$ cat config.mk
export PLATFORM = sky130hd
export DESIGN_NAME = aod_dma
export DESIGN_NICKNAME = d
export VERILOG_FILES = /design/src/inc/aod_pkg.sv /design/src/core/aod_sample_fmt.sv /design/src/core/aod_dma.sv
export SDC_FILE = /design/constraint.sdc
export NUM_CORES = 1
export LEC_CHECK = 0
export BUFFER_PORTS_ARGS = -buffer_cell sky130_fd_sc_hd__buf_2
export CAP_MARGIN = 0
export CORE_MARGIN = 1
export CORE_UTILIZATION = 55
export CTS_CLUSTER_SIZE = 28
export DETAILED_ROUTE_END_ITERATION = 6
export GPL_TIMING_DRIVEN = 0
export PLACE_DENSITY = 0.75
export SYNTH_ARGS = -nofsm -noshare
export SYNTH_HDL_FRONTEND = slang
export SYNTH_SLANG_ARGS = --single-unit
$ cat constraint.sdc
create_clock -name i_core_clk -period 14.6 [get_ports i_core_clk]
set_input_delay 1.46 -clock i_core_clk [delete_from_list [all_inputs] [get_ports i_core_clk]]
set_output_delay 1.46 -clock i_core_clk [all_outputs]
set_load 0.05 [all_outputs]
$ cat src/inc/aod_pkg.sv
//////////////////////////////////////////////////////////////////////////////
// Purpose: Shared constants for the audio output sample fetch block.
// Assumes: Register offsets are byte addresses on the plain register port.
// Notes:   Field positions here must match the read-back packing in the
//          main module.
//////////////////////////////////////////////////////////////////////////////
package aod_pkg;

    // Register byte offsets.
    localparam logic [7:0] AOD_OFS_CTL    = 8'h00;
    localparam logic [7:0] AOD_OFS_STATUS = 8'h04;
    localparam logic [7:0] AOD_OFS_FIRST_BUFFER_BASE  = 8'h08;
    localparam logic [7:0] AOD_OFS_SECOND_BUFFER_BASE  = 8'h0C;
    localparam logic [7:0] AOD_OFS_SIZE   = 8'h10;
    localparam logic [7:0] AOD_OFS_TSTAMP = 8'h14;

    // Control register field positions.
    localparam int AOD_CTL_TX_ON    = 0;
    localparam int AOD_CTL_LITTLE   = 1;
    localparam int AOD_CTL_INVERT   = 2;
    localparam int AOD_CTL_FMT_LO   = 3;
    localparam int AOD_CTL_LANES_LO = 5;
    localparam int AOD_CTL_IRQ1_ON  = 7;
    localparam int AOD_CTL_IRQ2_ON  = 8;
    localparam int AOD_CTL_FIRST_BUFFER_ACKNOWLEDGE     = 9;
    localparam int AOD_CTL_ACK2     = 10;
    localparam int AOD_CTL_SOFT_RST = 31;

    // Status register field positions.
    localparam int AOD_ST_CUR1 = 0;
    localparam int AOD_ST_DRN1 = 1;
    localparam int AOD_ST_DRN2 = 2;

    // Values after reset.
    localparam logic [31:0] AOD_BASE_RST  = 32'h0;
    localparam logic [31:0] AOD_SIZE_RST  = 32'h0;
    localparam logic [1:0]  AOD_LANES_RST = 2'h0;

    // Byte steps between consecutive samples.
    localparam logic [31:0] AOD_STEP16 = 32'h2;
    localparam logic [31:0] AOD_STEP32 = 32'h4;

    // Most significant bit masks.
    localparam logic [31:0] AOD_MSB16 = 32'h0000_8000;
    localparam logic [31:0] AOD_MSB32 = 32'h8000_0000;

    typedef enum logic [1:0]
    {
        AOD_FMT_M32 = 2'h0,
        AOD_FMT_S32 = 2'h1,
        AOD_FMT_M16 = 2'h2,
        AOD_FMT_S16 = 2'h3
    } aod_fmt_e;

    typedef enum logic [1:0]
    {
        AOD_ST_IDLE  = 2'h0,
        AOD_ST_FETCH = 2'h1,
        AOD_ST_FULL  = 2'h3
    } aod_state_e;

endpackage

$ cat src/core/aod_sample_fmt.sv
//////////////////////////////////////////////////////////////////////////////
// Purpose: Byte order selection and MSB inversion of one sample word.
// Assumes: Byte k of i_word is the memory byte at word address plus k.
// Notes:   A zero word through this path gives the idle-lane fill value.
//////////////////////////////////////////////////////////////////////////////
`timescale 1ns/1ns
module aod_sample_fmt
    import aod_pkg::*;
(
    // Raw memory word and selection.
    input  wire logic [31:0] i_word,
    input  wire logic        i_half_hi,
    input  wire logic        i_is16,
    // Controls.
    input  wire logic        i_little,
    input  wire logic        i_invert,
    // Result, 16-bit samples sit in the low half.
    output logic      [31:0] o_sample
);

    wire [7:0]  first_byte;
    wire [7:0]  second_byte;
    wire [15:0] s16;
    wire [31:0] s32;
    wire [31:0] raw;
    wire [31:0] msb_mask;

    assign first_byte  = i_half_hi ? i_word[23:16] : i_word[7:0];
    assign second_byte = i_half_hi ? i_word[31:24] : i_word[15:8];

    assign s16 = i_little ? {second_byte, first_byte}
                          : {first_byte, second_byte};
    assign s32 = i_little ? i_word
                          : {i_word[7:0], i_word[15:8],
                             i_word[23:16], i_word[31:24]};

    assign raw      = i_is16 ? {16'h0, s16} : s32;
    assign msb_mask = i_is16 ? AOD_MSB16 : AOD_MSB32;

    assign o_sample = i_invert ? (raw ^ msb_mask) : raw;

endmodule

$ cat src/core/aod_dma.sv
//////////////////////////////////////////////////////////////////////////////
// Purpose: Double-buffer sample fetch DMA feeding up to four output lanes.
// Assumes: One memory read outstanding at a time; i_mem_ack returns data.
// Notes:   A whole frame of samples is staged ahead; a request before it is complete gets the idle fill.
//////////////////////////////////////////////////////////////////////////////
`timescale 1ns/1ns
module aod_dma
    import aod_pkg::*;
#(
    parameter int NUM_LANES = 4
)
(
    // Clock and chip reset.
    input  wire logic                   i_core_clk,
    input  wire logic                   i_rst_n,
    // Processor core reset pulse.
    input  wire logic                   i_core_reset,
    // Register port.
    input  wire logic [7:0]             i_addr,
    input  wire logic [31:0]            i_wr_data,
    input  wire logic                   i_wr,
    input  wire logic                   i_rd,
    output logic      [31:0]            o_rd_data,
    // Memory read port.
    output logic                        o_mem_req,
    output logic      [31:0]            o_mem_addr,
    input  wire logic                   i_mem_ack,
    input  wire logic [31:0]            i_mem_rdata,
    // Serializer side.
    input  wire logic                   i_frame_req,
    output logic      [NUM_LANES*32-1:0] o_left_data,
    output logic      [NUM_LANES*32-1:0] o_right_data,
    output logic                        o_frame_filled,
    output logic                        o_transmit_on,
    // Interrupt request, source 12.
    output logic                        o_irq
);

    //////////////////////////////////////////////////////////////////////////
    // Register port decode.

    wire wr_ctl;
    wire soft_rst;
    wire unit_rst;
    wire ts_rst;
    wire first_buffer_acknowledge;
    wire ack2;

    assign wr_ctl   = i_wr && (i_addr == AOD_OFS_CTL);
    assign soft_rst = wr_ctl && i_wr_data[AOD_CTL_SOFT_RST];
    assign unit_rst = !i_rst_n || soft_rst;
    assign ts_rst   = !i_rst_n || i_core_reset;
    assign first_buffer_acknowledge     = wr_ctl && i_wr_data[AOD_CTL_FIRST_BUFFER_ACKNOWLEDGE];
    assign ack2     = wr_ctl && i_wr_data[AOD_CTL_ACK2];

    logic        transmit_on;
    logic        little;
    logic        invert;
    logic [1:0]  fmt;
    logic [1:0]  lanes;
    logic        irq1_on;
    logic        irq2_on;
    logic [31:0] first_buffer_base;
    logic [31:0] second_buffer_base;
    logic [31:0] size;

    always_ff @(posedge i_core_clk)
    begin
        if (unit_rst)
        begin
            transmit_on <= 1'b0;
            little      <= 1'b0;
            invert      <= 1'b0;
            fmt         <= AOD_FMT_M32;
            lanes       <= AOD_LANES_RST;
            irq1_on     <= 1'b0;
            irq2_on     <= 1'b0;
        end
        else if (wr_ctl)
        begin
            transmit_on <= i_wr_data[AOD_CTL_TX_ON];
            little      <= i_wr_data[AOD_CTL_LITTLE];
            invert      <= i_wr_data[AOD_CTL_INVERT];
            fmt         <= i_wr_data[AOD_CTL_FMT_LO +: 2];
            lanes       <= i_wr_data[AOD_CTL_LANES_LO +: 2];
            irq1_on     <= i_wr_data[AOD_CTL_IRQ1_ON];
            irq2_on     <= i_wr_data[AOD_CTL_IRQ2_ON];
        end
    end

    always_ff @(posedge i_core_clk)
    begin
        if (unit_rst)
        begin
            first_buffer_base <= AOD_BASE_RST;
            second_buffer_base <= AOD_BASE_RST;
            size  <= AOD_SIZE_RST;
        end
        else if (i_wr)
        begin
            if (i_addr == AOD_OFS_FIRST_BUFFER_BASE)
                first_buffer_base <= i_wr_data;
            if (i_addr == AOD_OFS_SECOND_BUFFER_BASE)
                second_buffer_base <= i_wr_data;
            if (i_addr == AOD_OFS_SIZE)
                size <= i_wr_data;
        end
    end

    //////////////////////////////////////////////////////////////////////////
    // Fetch sequencing.

    aod_state_e  state;
    aod_state_e  next_state;
    logic [2:0]  slot;
    logic [31:0] offset;
    logic [31:0] units;
    logic        first_current;
    logic        drained1;
    logic        drained2;

    wire         is16;
    wire         stereo;
    wire [31:0]  step;
    wire [2:0]   last_slot;
    wire [1:0]   slot_lane;
    wire         slot_right;
    wire [31:0]  cur_addr;
    wire         fetch_done;
    wire         unit_done;
    wire         buf_end;
    wire         frame_take;

    assign is16       = fmt[1];
    assign stereo     = fmt[0];
    assign step       = is16 ? AOD_STEP16 : AOD_STEP32;
    assign last_slot  = stereo ? {lanes, 1'b1} : {1'b0, lanes};
    assign slot_lane  = stereo ? slot[2:1] : slot[1:0];
    assign slot_right = stereo && slot[0];
    assign cur_addr   = (first_current ? first_buffer_base : second_buffer_base) + offset;
    assign fetch_done = (state == AOD_ST_FETCH) && i_mem_ack;
    assign unit_done  = fetch_done && (!stereo || slot_right);
    assign buf_end    = unit_done && ((units + 32'h1) == size);
    assign frame_take = (state == AOD_ST_FULL) && i_frame_req;

    assign o_mem_req     = (state == AOD_ST_FETCH);
    assign o_mem_addr    = {cur_addr[31:2], 2'b00};
    assign o_transmit_on = transmit_on;

    always_comb
    begin
        case (state)
            AOD_ST_IDLE:
                next_state = transmit_on ? AOD_ST_FETCH : AOD_ST_IDLE;
            AOD_ST_FETCH:
                next_state = (fetch_done && slot == last_slot)
                           ? AOD_ST_FULL : AOD_ST_FETCH;
            AOD_ST_FULL:
                if (i_frame_req)
                    next_state = transmit_on ? AOD_ST_FETCH : AOD_ST_IDLE;
                else
                    next_state = AOD_ST_FULL;
            default:
                next_state = AOD_ST_IDLE;
        endcase
    end

    always_ff @(posedge i_core_clk)
    begin
        if (unit_rst)
            state <= AOD_ST_IDLE;
        else
            state <= next_state;
    end

    always_ff @(posedge i_core_clk)
    begin
        if (unit_rst || state != AOD_ST_FETCH)
            slot <= 3'h0;
        else if (fetch_done)
            slot <= (slot == last_slot) ? 3'h0 : slot + 3'h1;
    end

    always_ff @(posedge i_core_clk)
    begin
        if (unit_rst)
        begin
            offset        <= 32'h0;
            units         <= 32'h0;
            first_current <= 1'b1;
        end
        else if (buf_end)
        begin
            offset        <= 32'h0;
            units         <= 32'h0;
            first_current <= !first_current;
        end
        else if (fetch_done)
        begin
            offset <= offset + step;
            if (unit_done)
                units <= units + 32'h1;
        end
    end

    always_ff @(posedge i_core_clk)
    begin
        if (unit_rst)
        begin
            drained1 <= 1'b0;
            drained2 <= 1'b0;
        end
        else
        begin
            drained1 <= (buf_end && first_current) || (drained1 && !first_buffer_acknowledge);
            drained2 <= (buf_end && !first_current) || (drained2 && !ack2);
        end
    end

    // level request while flag and enable
    assign o_irq = (drained1 && irq1_on) || (drained2 && irq2_on);

    //////////////////////////////////////////////////////////////////////////
    // Sample formatting and frame staging.

    logic [31:0] sample;
    logic [31:0] zero_fill;

    aod_sample_fmt u_fmt_data
    (
        .i_word    (i_mem_rdata),
        .i_half_hi (cur_addr[1]),
        .i_is16    (is16),
        .i_little  (little),
        .i_invert  (invert),
        .o_sample  (sample)
    );

    aod_sample_fmt u_fmt_zero
    (
        .i_word    (32'h0),
        .i_half_hi (1'b0),
        .i_is16    (is16),
        .i_little  (little),
        .i_invert  (invert),
        .o_sample  (zero_fill)
    );

    // Staging is refilled with the idle value before each frame so lanes
    // beyond the selected count always show the fill.
    wire stage_clear;

    assign stage_clear = (state == AOD_ST_IDLE) || frame_take;

    genvar g;
    generate
        for (g = 0; g < NUM_LANES; g = g + 1)
        begin : g_lane
            logic [31:0] stage_l;
            logic [31:0] stage_r;
            logic [31:0] out_l;
            logic [31:0] out_r;
            wire         hit;

            assign hit = fetch_done && (slot_lane == 2'(g));

            always_ff @(posedge i_core_clk)
            begin
                if (unit_rst || stage_clear)
                begin
                    stage_l <= zero_fill;
                    stage_r <= zero_fill;
                end
                else if (hit)
                begin
                    if (!slot_right)
                        stage_l <= sample;
                    if (slot_right || !stereo)
                        stage_r <= sample;
                end
            end

            // sample words and the idle fill both pass the inverter
            always_ff @(posedge i_core_clk)
            begin
                if (unit_rst)
                begin
                    out_l <= 32'h0;
                    out_r <= 32'h0;
                end
                else if (i_frame_req)
                begin
                    out_l <= (state == AOD_ST_FULL) ? stage_l : zero_fill;
                    out_r <= (state == AOD_ST_FULL) ? stage_r : zero_fill;
                end
            end

            assign o_left_data[g*32 +: 32]  = out_l;
            assign o_right_data[g*32 +: 32] = out_r;
        end
    endgenerate

    always_ff @(posedge i_core_clk)
    begin
        if (unit_rst)
            o_frame_filled <= 1'b0;
        else if (i_frame_req)
            o_frame_filled <= (state == AOD_ST_FULL);
    end

    //////////////////////////////////////////////////////////////////////////
    // Timestamp: survives the software reset to stay aligned with the core.

    logic [31:0] ts_count;
    logic [31:0] ts_latch;

    // cleared by chip or core reset
    always_ff @(posedge i_core_clk)
    begin
        if (ts_rst)
        begin
            ts_count <= 32'h0;
            ts_latch <= 32'h0;
        end
        else
        begin
            ts_count <= ts_count + 32'h1;
            if (buf_end)
                ts_latch <= ts_count;
        end
    end

    //////////////////////////////////////////////////////////////////////////
    // Read back.

    wire [31:0] ctl_rd;
    wire [31:0] stat_rd;
    wire [31:0] rd_mux;

    // Acknowledge and reset bits read as zero.
    assign ctl_rd  = {21'h0, 2'h0, irq2_on, irq1_on, lanes, fmt,
                      invert, little, transmit_on};
    assign stat_rd = {29'h0, drained2, drained1, first_current};
    assign rd_mux  = (i_addr == AOD_OFS_CTL)    ? ctl_rd   :
                     (i_addr == AOD_OFS_STATUS) ? stat_rd  :
                     (i_addr == AOD_OFS_FIRST_BUFFER_BASE)  ? first_buffer_base    :
                     (i_addr == AOD_OFS_SECOND_BUFFER_BASE)  ? second_buffer_base    :
                     (i_addr == AOD_OFS_SIZE)   ? size     :
                     (i_addr == AOD_OFS_TSTAMP) ? ts_latch : 32'h0;

    always_ff @(posedge i_core_clk)
    begin
        if (!i_rst_n || !i_rd)
            o_rd_data <= 32'h0;
        else
            o_rd_data <= rd_mux;
    end
endmodule

==> metrics.yaml, run 1 <==
first_pass_grt_wire_length_um: 144000
place_worst_setup_slack_ns: 8.45
hold_path_class: "flip-flop to flip-flop"
critical_path_endpoint_category: "primary output"
netlist_instances: 3248
area_enclosed_by_the_die_boundary_um2: 59900
power.density_nw_per_um2: 115
grt_start_max_net_pins: 33
hold_viol_final: 0
clkTransAtPathRegs_ns: 0.06
number_of_cts_inserted_buffers: 79
rsz_0062_raised_after_global_routing: "false"
tritoncts_num_sinks: 785
syn-cell-area_um2: 32400
critical_path_data_required_time_ns: 13.14
finalWorstPathRequiredPeriod_ns: 6.89
number_of_antenna_violations_at_the_first_check_in_global_routing: 14
yosys.cell_count.top_type: "sky130_fd_sc_hd__dfxtp_1"
cts_tree: "done"
place_congestion: 0.969
fin_nets: 3854
path_max_fanout: 10
synth_largest_type_area_fraction_pct: 32.7
critPathKind: "flip-flop to primary output"
cts_repair_resize_count: 0
first_global_vias: 24300
dominantRegCellSynth: "sky130_fd_sc_hd__dfxtp_1"
cts-hold-fix-buffers: 0
ys_top_cells_by_area: "sky130_fd_sc_hd__dfxtp_1 (33%), sky130_fd_sc_hd__edfxtp_1 (24%), sky130_fd_sc_hd__a21oi_1 (6.0%), sky130_fd_sc_hd__nor2_1 (5.3%), sky130_fd_sc_hd__nor2b_1 (5.3%)"
drtPass1Iterations: 5
worst-endpoint-arrival_ns: 5.43
stdcell_area_um2: 38300
avgRoutedWirePerCell_um: 21.3
area_growth_syn_to_fin_pct: 18.1
worst_pin_slew_ns: 1.39
clk_latency_ns: 0.64
placeableCoreArea_um2: 57900
port-buffer-count: 396
route.vias.total: 26100
fin_tns_setup_ns: 0
place_hpwl_um: 70400
share_of_the_clock_period_used_by_the_worst_path_pct: 47.2
hold_path_startpoint: "g_lane[0].stage_l[2]$_DFFE_PP_"
outcome: "complete, no violations"
drive_above_1_share_pct: 16.4
cap_viol_max_count: 0
leakage_power_total_nw: 16.0
route.antenna.remaining_nets: 0
standard_cell_rows: 88
htree_num_levels: 3
worst-r2r-setup-slack_ns: 9.76
yosys_register_bits: 785
postCtsSetupRepairBufs: 0
avgViaCountPerCell: 5.69
final.setup.worst_slack_ns: 7.71
hold_slack_ns: 0.461
grt.overflow.total: 0
synth-warning-count: 0
final_wirelength_um: 97700
drc: 0
io_pins: 403
slew_headroom_pct: 6.48
mean_instance_size_in_the_synthesized_netlist_um2: 9.98
drt-initial-drc-count: 2445
report.power.total_w: 0.00441
r2r_start: "first_current$_SDFFE_PP1P_"
num-fill-cells: 4583
globalRouteTotalUtil_pct: 31.6
fin_worst_skew_ns: 0.0333
die-width_um: 245
synth_enable_flop_cells: 256
maxSlewViolCount: 0
postPlaceCellArea_um2: 35500
synth_top_area_cell: "sky130_fd_sc_hd__dfxtp_1"
cts_buffer_depth: 3
worst_setup_path_startpoint: "first_current$_SDFFE_PP1P_"
die-height_um: 245
initial_utilization_pct: 56.0
max_freq_mhz: 145
synth.lib_cells_used.distinct: 72
finalSetupViolations: 0
synth.yosys.seq_area_share_pct: 56.4
worst_vdd_rail_ir_drop_v: 0.0000851
worstSetupStartpointType: "flip-flop"
synth_commonest_cells: "sky130_fd_sc_hd__dfxtp_1 (529), sky130_fd_sc_hd__nor2_1 (456), sky130_fd_sc_hd__a21oi_1 (387)"
synthArstFlopShare_pct: 0
clk_root_buffer_cell: "sky130_fd_sc_hd__clkbuf_16"
[cells by family after synthesis]
logic type | Yosys count | synth area share (%)
and+or+nand+nor | 1290 | 18.9
DFF | 785 | 56.4
AOI/OAI and AO/OA | 582 | 10.5
buffers and inverters | 238 | 2.89
muxes | 159 | 5.58
xor gates and xnor gates | 156 | 4.22
adders and majority gates | 37 | 1.47
other | 1 | 0.0116
[per-layer routing]
layer	global-route usage, %	up-vias	part of all wire [%]
met5	0	-	0
met2	53.4	1130	49
li1	-	12200	-
met3	4.60	219	7.6
met4	17.3	0	5.3
met1	38.9	12500	39
[registers in the layout (all words and copies together), names as in the netlist, 2 cells and up]
register,cells
ts_latch,32
first_buffer_base,32
g_lane.stage_r,128
g_lane.out_l,128
offset,31
fmt,2
g_lane.stage_l,128
size,32
second_buffer_base,32
slot,3
o_rd_data,32
units,32
lanes,2
g_lane.out_r,128
ts_count,32
state,2
[final timing paths]
path | end | cells past startpoint
worst max-delay path | o_mem_addr[29] | 14
worst min register to register | g_lane[0].out_l[2]$_SDFFE_PP0P_ | 2
worst min-delay path | g_lane[0].out_l[2]$_SDFFE_PP0P_ | 2
worst max register to register | g_lane[2].stage_l[10]$_DFFE_PP_ | 9
[area by class of cell]
| class | instances | area (um^2) | area share (%) |
|---|---|---|---|
| clock buffers | 112 | 2240 | 5.86 |
| well taps | 765 | 957 | 2.50 |
| diodes | 14 | 35.0 | 0.0916 |
| flip-flops and latches | 785 | 18300 | 47.8 |
| plain buffers | 216 | 855 | 2.23 |
| inverters | 22 | 82.6 | 0.216 |
| repair buffers | 408 | 2110 | 5.51 |
| multi-input cells | 2226 | 13300 | 34.7 |
| clock inverters | 34 | 422 | 1.10 |
[critical path, cell delays in order (launching register included)]
cell	delay, ns
sky130_fd_sc_hd__dfxtp_1	0.31
sky130_fd_sc_hd__clkbuf_1	0.31
sky130_fd_sc_hd__clkbuf_1	0.55
sky130_fd_sc_hd__mux2_2	0.43
sky130_fd_sc_hd__ha_1	0.22
sky130_fd_sc_hd__fa_1	0.46
sky130_fd_sc_hd__a211oi_1	0.23
sky130_fd_sc_hd__nor2_1	0.12
sky130_fd_sc_hd__a2111oi_0	0.72
sky130_fd_sc_hd__or3_1	0.29
sky130_fd_sc_hd__a31oi_1	0.12
sky130_fd_sc_hd__o21ai_0	0.36
sky130_fd_sc_hd__a31oi_1	0.19
sky130_fd_sc_hd__xor2_1	0.20
sky130_fd_sc_hd__buf_2	0.29
[cells in the final DEF (no fill, tap or decap), drive strengths merged, types with 6 or more instances in the layout]
| master | instances |
|---|---|
| nand3 | 61 |
| a22oi | 29 |
| and2 | 7 |
| nand2 | 302 |
| a221oi | 23 |
| o21ai | 37 |
| a31oi | 12 |
| a21oi | 387 |
| clkbuf | 300 |
| and3 | 82 |
| buf | 436 |
| dfxtp | 529 |
| or3 | 16 |
| a211oi | 26 |
| bufinv | 6 |
| nor4 | 15 |
| inv | 26 |
| mux2i | 111 |
| mux2 | 34 |
| nor3 | 27 |
| xnor2 | 80 |
| nor2 | 456 |
| nor2b | 272 |
| nand2b | 11 |
| a22o | 8 |
| nor3b | 8 |
| a21o | 10 |
| diode | 14 |
| xor2 | 76 |
| nand4 | 16 |
| mux4 | 14 |
| ha | 35 |
| edfxtp | 256 |
| clkinv | 22 |
[report_power, final]
| group | switching, W | total (W) | internal, W |
|---|---|---|---|
| combinational | 0.0000746 | 0.0000966 | 0.0000220 |
| clock | 0.000875 | 0.00207 | 0.00119 |
| sequential | 0.00000107 | 0.00224 | 0.00224 |
[through the flow]
| step | cells | utilization, % |
|---|---|---|
| final | 4582 | 66.1 |
| after global routing | 4582 | 66.1 |
| after CTS | 4567 | 66.0 |
| after detailed placement | 4421 | 61.4 |
| after global placement | 4410 | 61.0 |
| after floorplan | 3249 | - |
Power figures use the tool's default switching activity.
==> inputs of run 2 (changes only) <==
--- a/config.mk
+++ b/config.mk
@@ -8,7 +8,7 @@
 export BUFFER_PORTS_ARGS = -buffer_cell sky130_fd_sc_hd__buf_2
 export CAP_MARGIN = 0
 export CORE_MARGIN = 1
-export CORE_UTILIZATION = 55
+export CORE_UTILIZATION = 52
 export CTS_CLUSTER_SIZE = 28
 export DETAILED_ROUTE_END_ITERATION = 6
 export GPL_TIMING_DRIVEN = 0
==> constraint.sdc (replaced) <==
create_clock -name i_core_clk -period 6.25 [get_ports i_core_clk]
set_input_delay 0.625 -clock i_core_clk [delete_from_list [all_inputs] [get_ports i_core_clk]]
set_output_delay 0.625 -clock i_core_clk [all_outputs]
set_load 0.05 [all_outputs]
==> metrics.yaml, run 2 (synthesis results as in run 1) <==
first_global_vias: 24400  # +0.30%
leakage_power_total_nw: 16.0  # +0.33%
outcome: "complete, no violations"
finalWorstPathRequiredPeriod_ns: 5.99
clkTransAtPathRegs_ns: 0.06  # about the same
critical_path.max_stage_delay_ns: 0.78  # +0.06 ns
grt_start_max_net_pins: 33  # unchanged
avgRoutedWirePerCell_um: 21.6  # +1.5%
grt.overflow.total: 0  # unchanged
crit_path_top_delay_cell: "sky130_fd_sc_hd__a2111oi_1"
avgViaCountPerCell: 5.62  # -1.2%
area_enclosed_by_the_die_boundary_um2: 63300  # +5.7%
r2r_start: "first_current$_SDFFE_PP1P_"
hold_path_class: "input pin to flip-flop"
die-width_um: 252  # +2.8%
placed_insts: 4493  # +1.6%
place_congestion: 0.977  # +0.79%
cp_top_family: "compound AO/OA/AOI/OAI gates"
route.vias.total: 26100  # +0.28%
destination_of_the_worst_hold_path: "second_buffer_base[27]$_SDFFE_PP0P_"
grt.met1_usage_pct: 38.3  # -0.57 points
groute.layer.met3.usage_pct: 5.92  # +1.3 points
fin_worst_skew_ns: 0.0400  # +0.00675 ns
final_cell_mix: "sky130_fd_sc_hd__dfxtp_1 (529), sky130_fd_sc_hd__nor2_1 (456), sky130_fd_sc_hd__buf_2 (408), sky130_fd_sc_hd__a21oi_1 (387), sky130_fd_sc_hd__nand2_1 (299)"
hold_viol_final: 0  # unchanged
hold_slack_ns: 0.264  # -0.197 ns
critical_path.n_buffers_inverters: 3  # unchanged
htree_num_levels: 3  # unchanged
max_freq_mhz: 167
fin_nets: 3856  # +0.052%
route.antenna.remaining_nets: 0  # unchanged
global_route.peak_usage_layer: "met2"
finalSetupViolations: 0  # unchanged
gr_met2_demand_resource_pct: 51.8  # -1.5 points
place_hpwl_um: 73700  # +4.7%
cts_tree: "done"
clk_latency_ns: 0.65  # about the same
final_wirelength_um: 101000  # +3.0%
critical-path-top-cell-by-count: "sky130_fd_sc_hd__a31oi_1"
maxSlewViolCount: 0  # unchanged
tritoncts_num_sinks: 785  # unchanged
share_of_the_clock_period_used_by_the_worst_path_pct: 95.8
area_growth_syn_to_fin_pct: 18.7
cts-hold-fix-buffers: 0  # unchanged
worst-endpoint-arrival_ns: 5.36  # -0.07 ns
drt-initial-drc-count: 2443  # -0.082%
cts_buffer_depth: 3  # unchanged
hold-path-cell-count: 3  # +1
worstPathCellList: "clkbuf_1 > clkbuf_2 > mux2_2 > ha_1 > fa_1 > a211oi_1 > nor2_1 > a2111oi_1 > or3_1 > a31oi_1 > o21ai_0 > a31oi_1 > xnor2_1 > buf_2"
timing.reg2reg.worst_path_depth: 10  # +1
number_of_cts_inserted_buffers: 81  # +2.5%
power.density_nw_per_um2: 273  # +140%
postLayoutCoreUtil_pct: 62.4  # -3.6 points
port-buffer-count: 396  # unchanged
hold_path_startpoint: "i_wr_data[27]"
critPathKind: "flip-flop to primary output"
standard_cell_rows: 91  # +3.4%
initial_utilization_pct: 52.6  # -3.3 points
worstSetupStartpointType: "flip-flop"
layout.cells.most_common: "sky130_fd_sc_hd__dfxtp_1"
worst-r2r-setup-slack_ns: 1.24  # -8.52 ns
placeableCoreArea_um2: 61600  # +6.4%
drtPass1Iterations: 6  # +1
rsz_0062_raised_after_global_routing: "false"
drive_above_1_share_pct: 16.5  # +0.092 points
critical_path_data_required_time_ns: 5.62  # -7.52 ns
fin_tns_setup_ns: 0  # unchanged
drc: 0  # unchanged
globalRouteTotalUtil_pct: 30.9  # -0.69 points
die-height_um: 252  # +2.8%
critical_path_endpoint_category: "primary output"
slew_headroom_pct: 3.30  # -3.2 points
first_pass_grt_wire_length_um: 147000  # +2.4%
number_of_antenna_violations_at_the_first_check_in_global_routing: 8  # -6
path_max_fanout: 10  # unchanged
cap_viol_max_count: 0  # unchanged
io_pins: 403  # unchanged
regToRegEndpoint: "g_lane[3].stage_l[15]$_DFFE_PP_"
worst_pin_slew_ns: 1.44  # +0.0474 ns
fin_cells: 4650  # +1.5%
clk_root_buffer_cell: "sky130_fd_sc_hd__clkbuf_16"
worst_vdd_rail_ir_drop_v: 0.000208  # +140%
postCtsSetupRepairBufs: 0  # unchanged
## run 2: per-layer routing
| metal | vias up | part of all wire, % |
|---|---|---|
| met5 | - | 0.012 |
| met4 | 2 | 4.8 |
| met3 | 242 | 8.9 |
| met2 | 1235 | 48 |
| met1 | 12400 | 39 |
| li1 | 12200 | - |
## run 2: layout make-up
type                            instances  area (um^2)
Multi-Input combinational cell       2226        13300
Timing Repair Buffer                  408         2110
Sequential cell                       785        18300
Clock inverter                         33          488
Tap cell                              837         1050
Buffer                                216          856
Fill cell                            4995        23100
Antenna cell                            7         17.5
Inverter                               22         82.6
Clock buffer                          116         2280
## run 2: what timing repair did
action / in CTS / in global routing
gates cloned: 0 / 0
setup endpoints to repair: 4 / 4
gates resized for setup: 1 / 2
## run 2: worst max path at each step
stage	slack, ns	startpoint	cells after the start	to
after floorplan	1.44	first_current$_SDFFE_PP1P_	13	o_mem_addr[31]
after global placement	-0.91	i_mem_ack	3	g_lane[3].stage_r[15]$_DFFE_PP_
after detailed placement	0.47	first_current$_SDFFE_PP1P_	14	o_mem_addr[31]
after CTS	0.009	first_current$_SDFFE_PP1P_	14	o_mem_addr[31]
after global routing	0.05	first_current$_SDFFE_PP1P_	14	o_mem_addr[31]
final	0.26	first_current$_SDFFE_PP1P_	14	o_mem_addr[31]
## run 2: where the power goes
part	switching [W]	internal, W	leakage, nW
combinational	0.000181	0.0000514	7.26
clock	0.00207	0.00294	1.35
sequential	0.00000257	0.00524	7.42
total	0.00226	0.00823	16.0
## run 2: worst min-delay path, stage by stage
cell and delay, ns:
sky130_fd_sc_hd__buf_2 0.12, sky130_fd_sc_hd__nand2_1 0.05, sky130_fd_sc_hd__a21oi_1 0.05
## run 2: through the flow
step | area [um^2] | worst slack (ns) | total power (W)
after detailed placement | 35700 | 0.472 | 0.00557
final | 38500 | 0.263 | 0.0105
after global routing | 38400 | 0.0457 | 0.0107
after CTS | 38400 | 0.00927 | 0.0105
after floorplan | 32400 | 1.44 | 0.00546
after global placement | 35400 | -0.915 | 0.00557
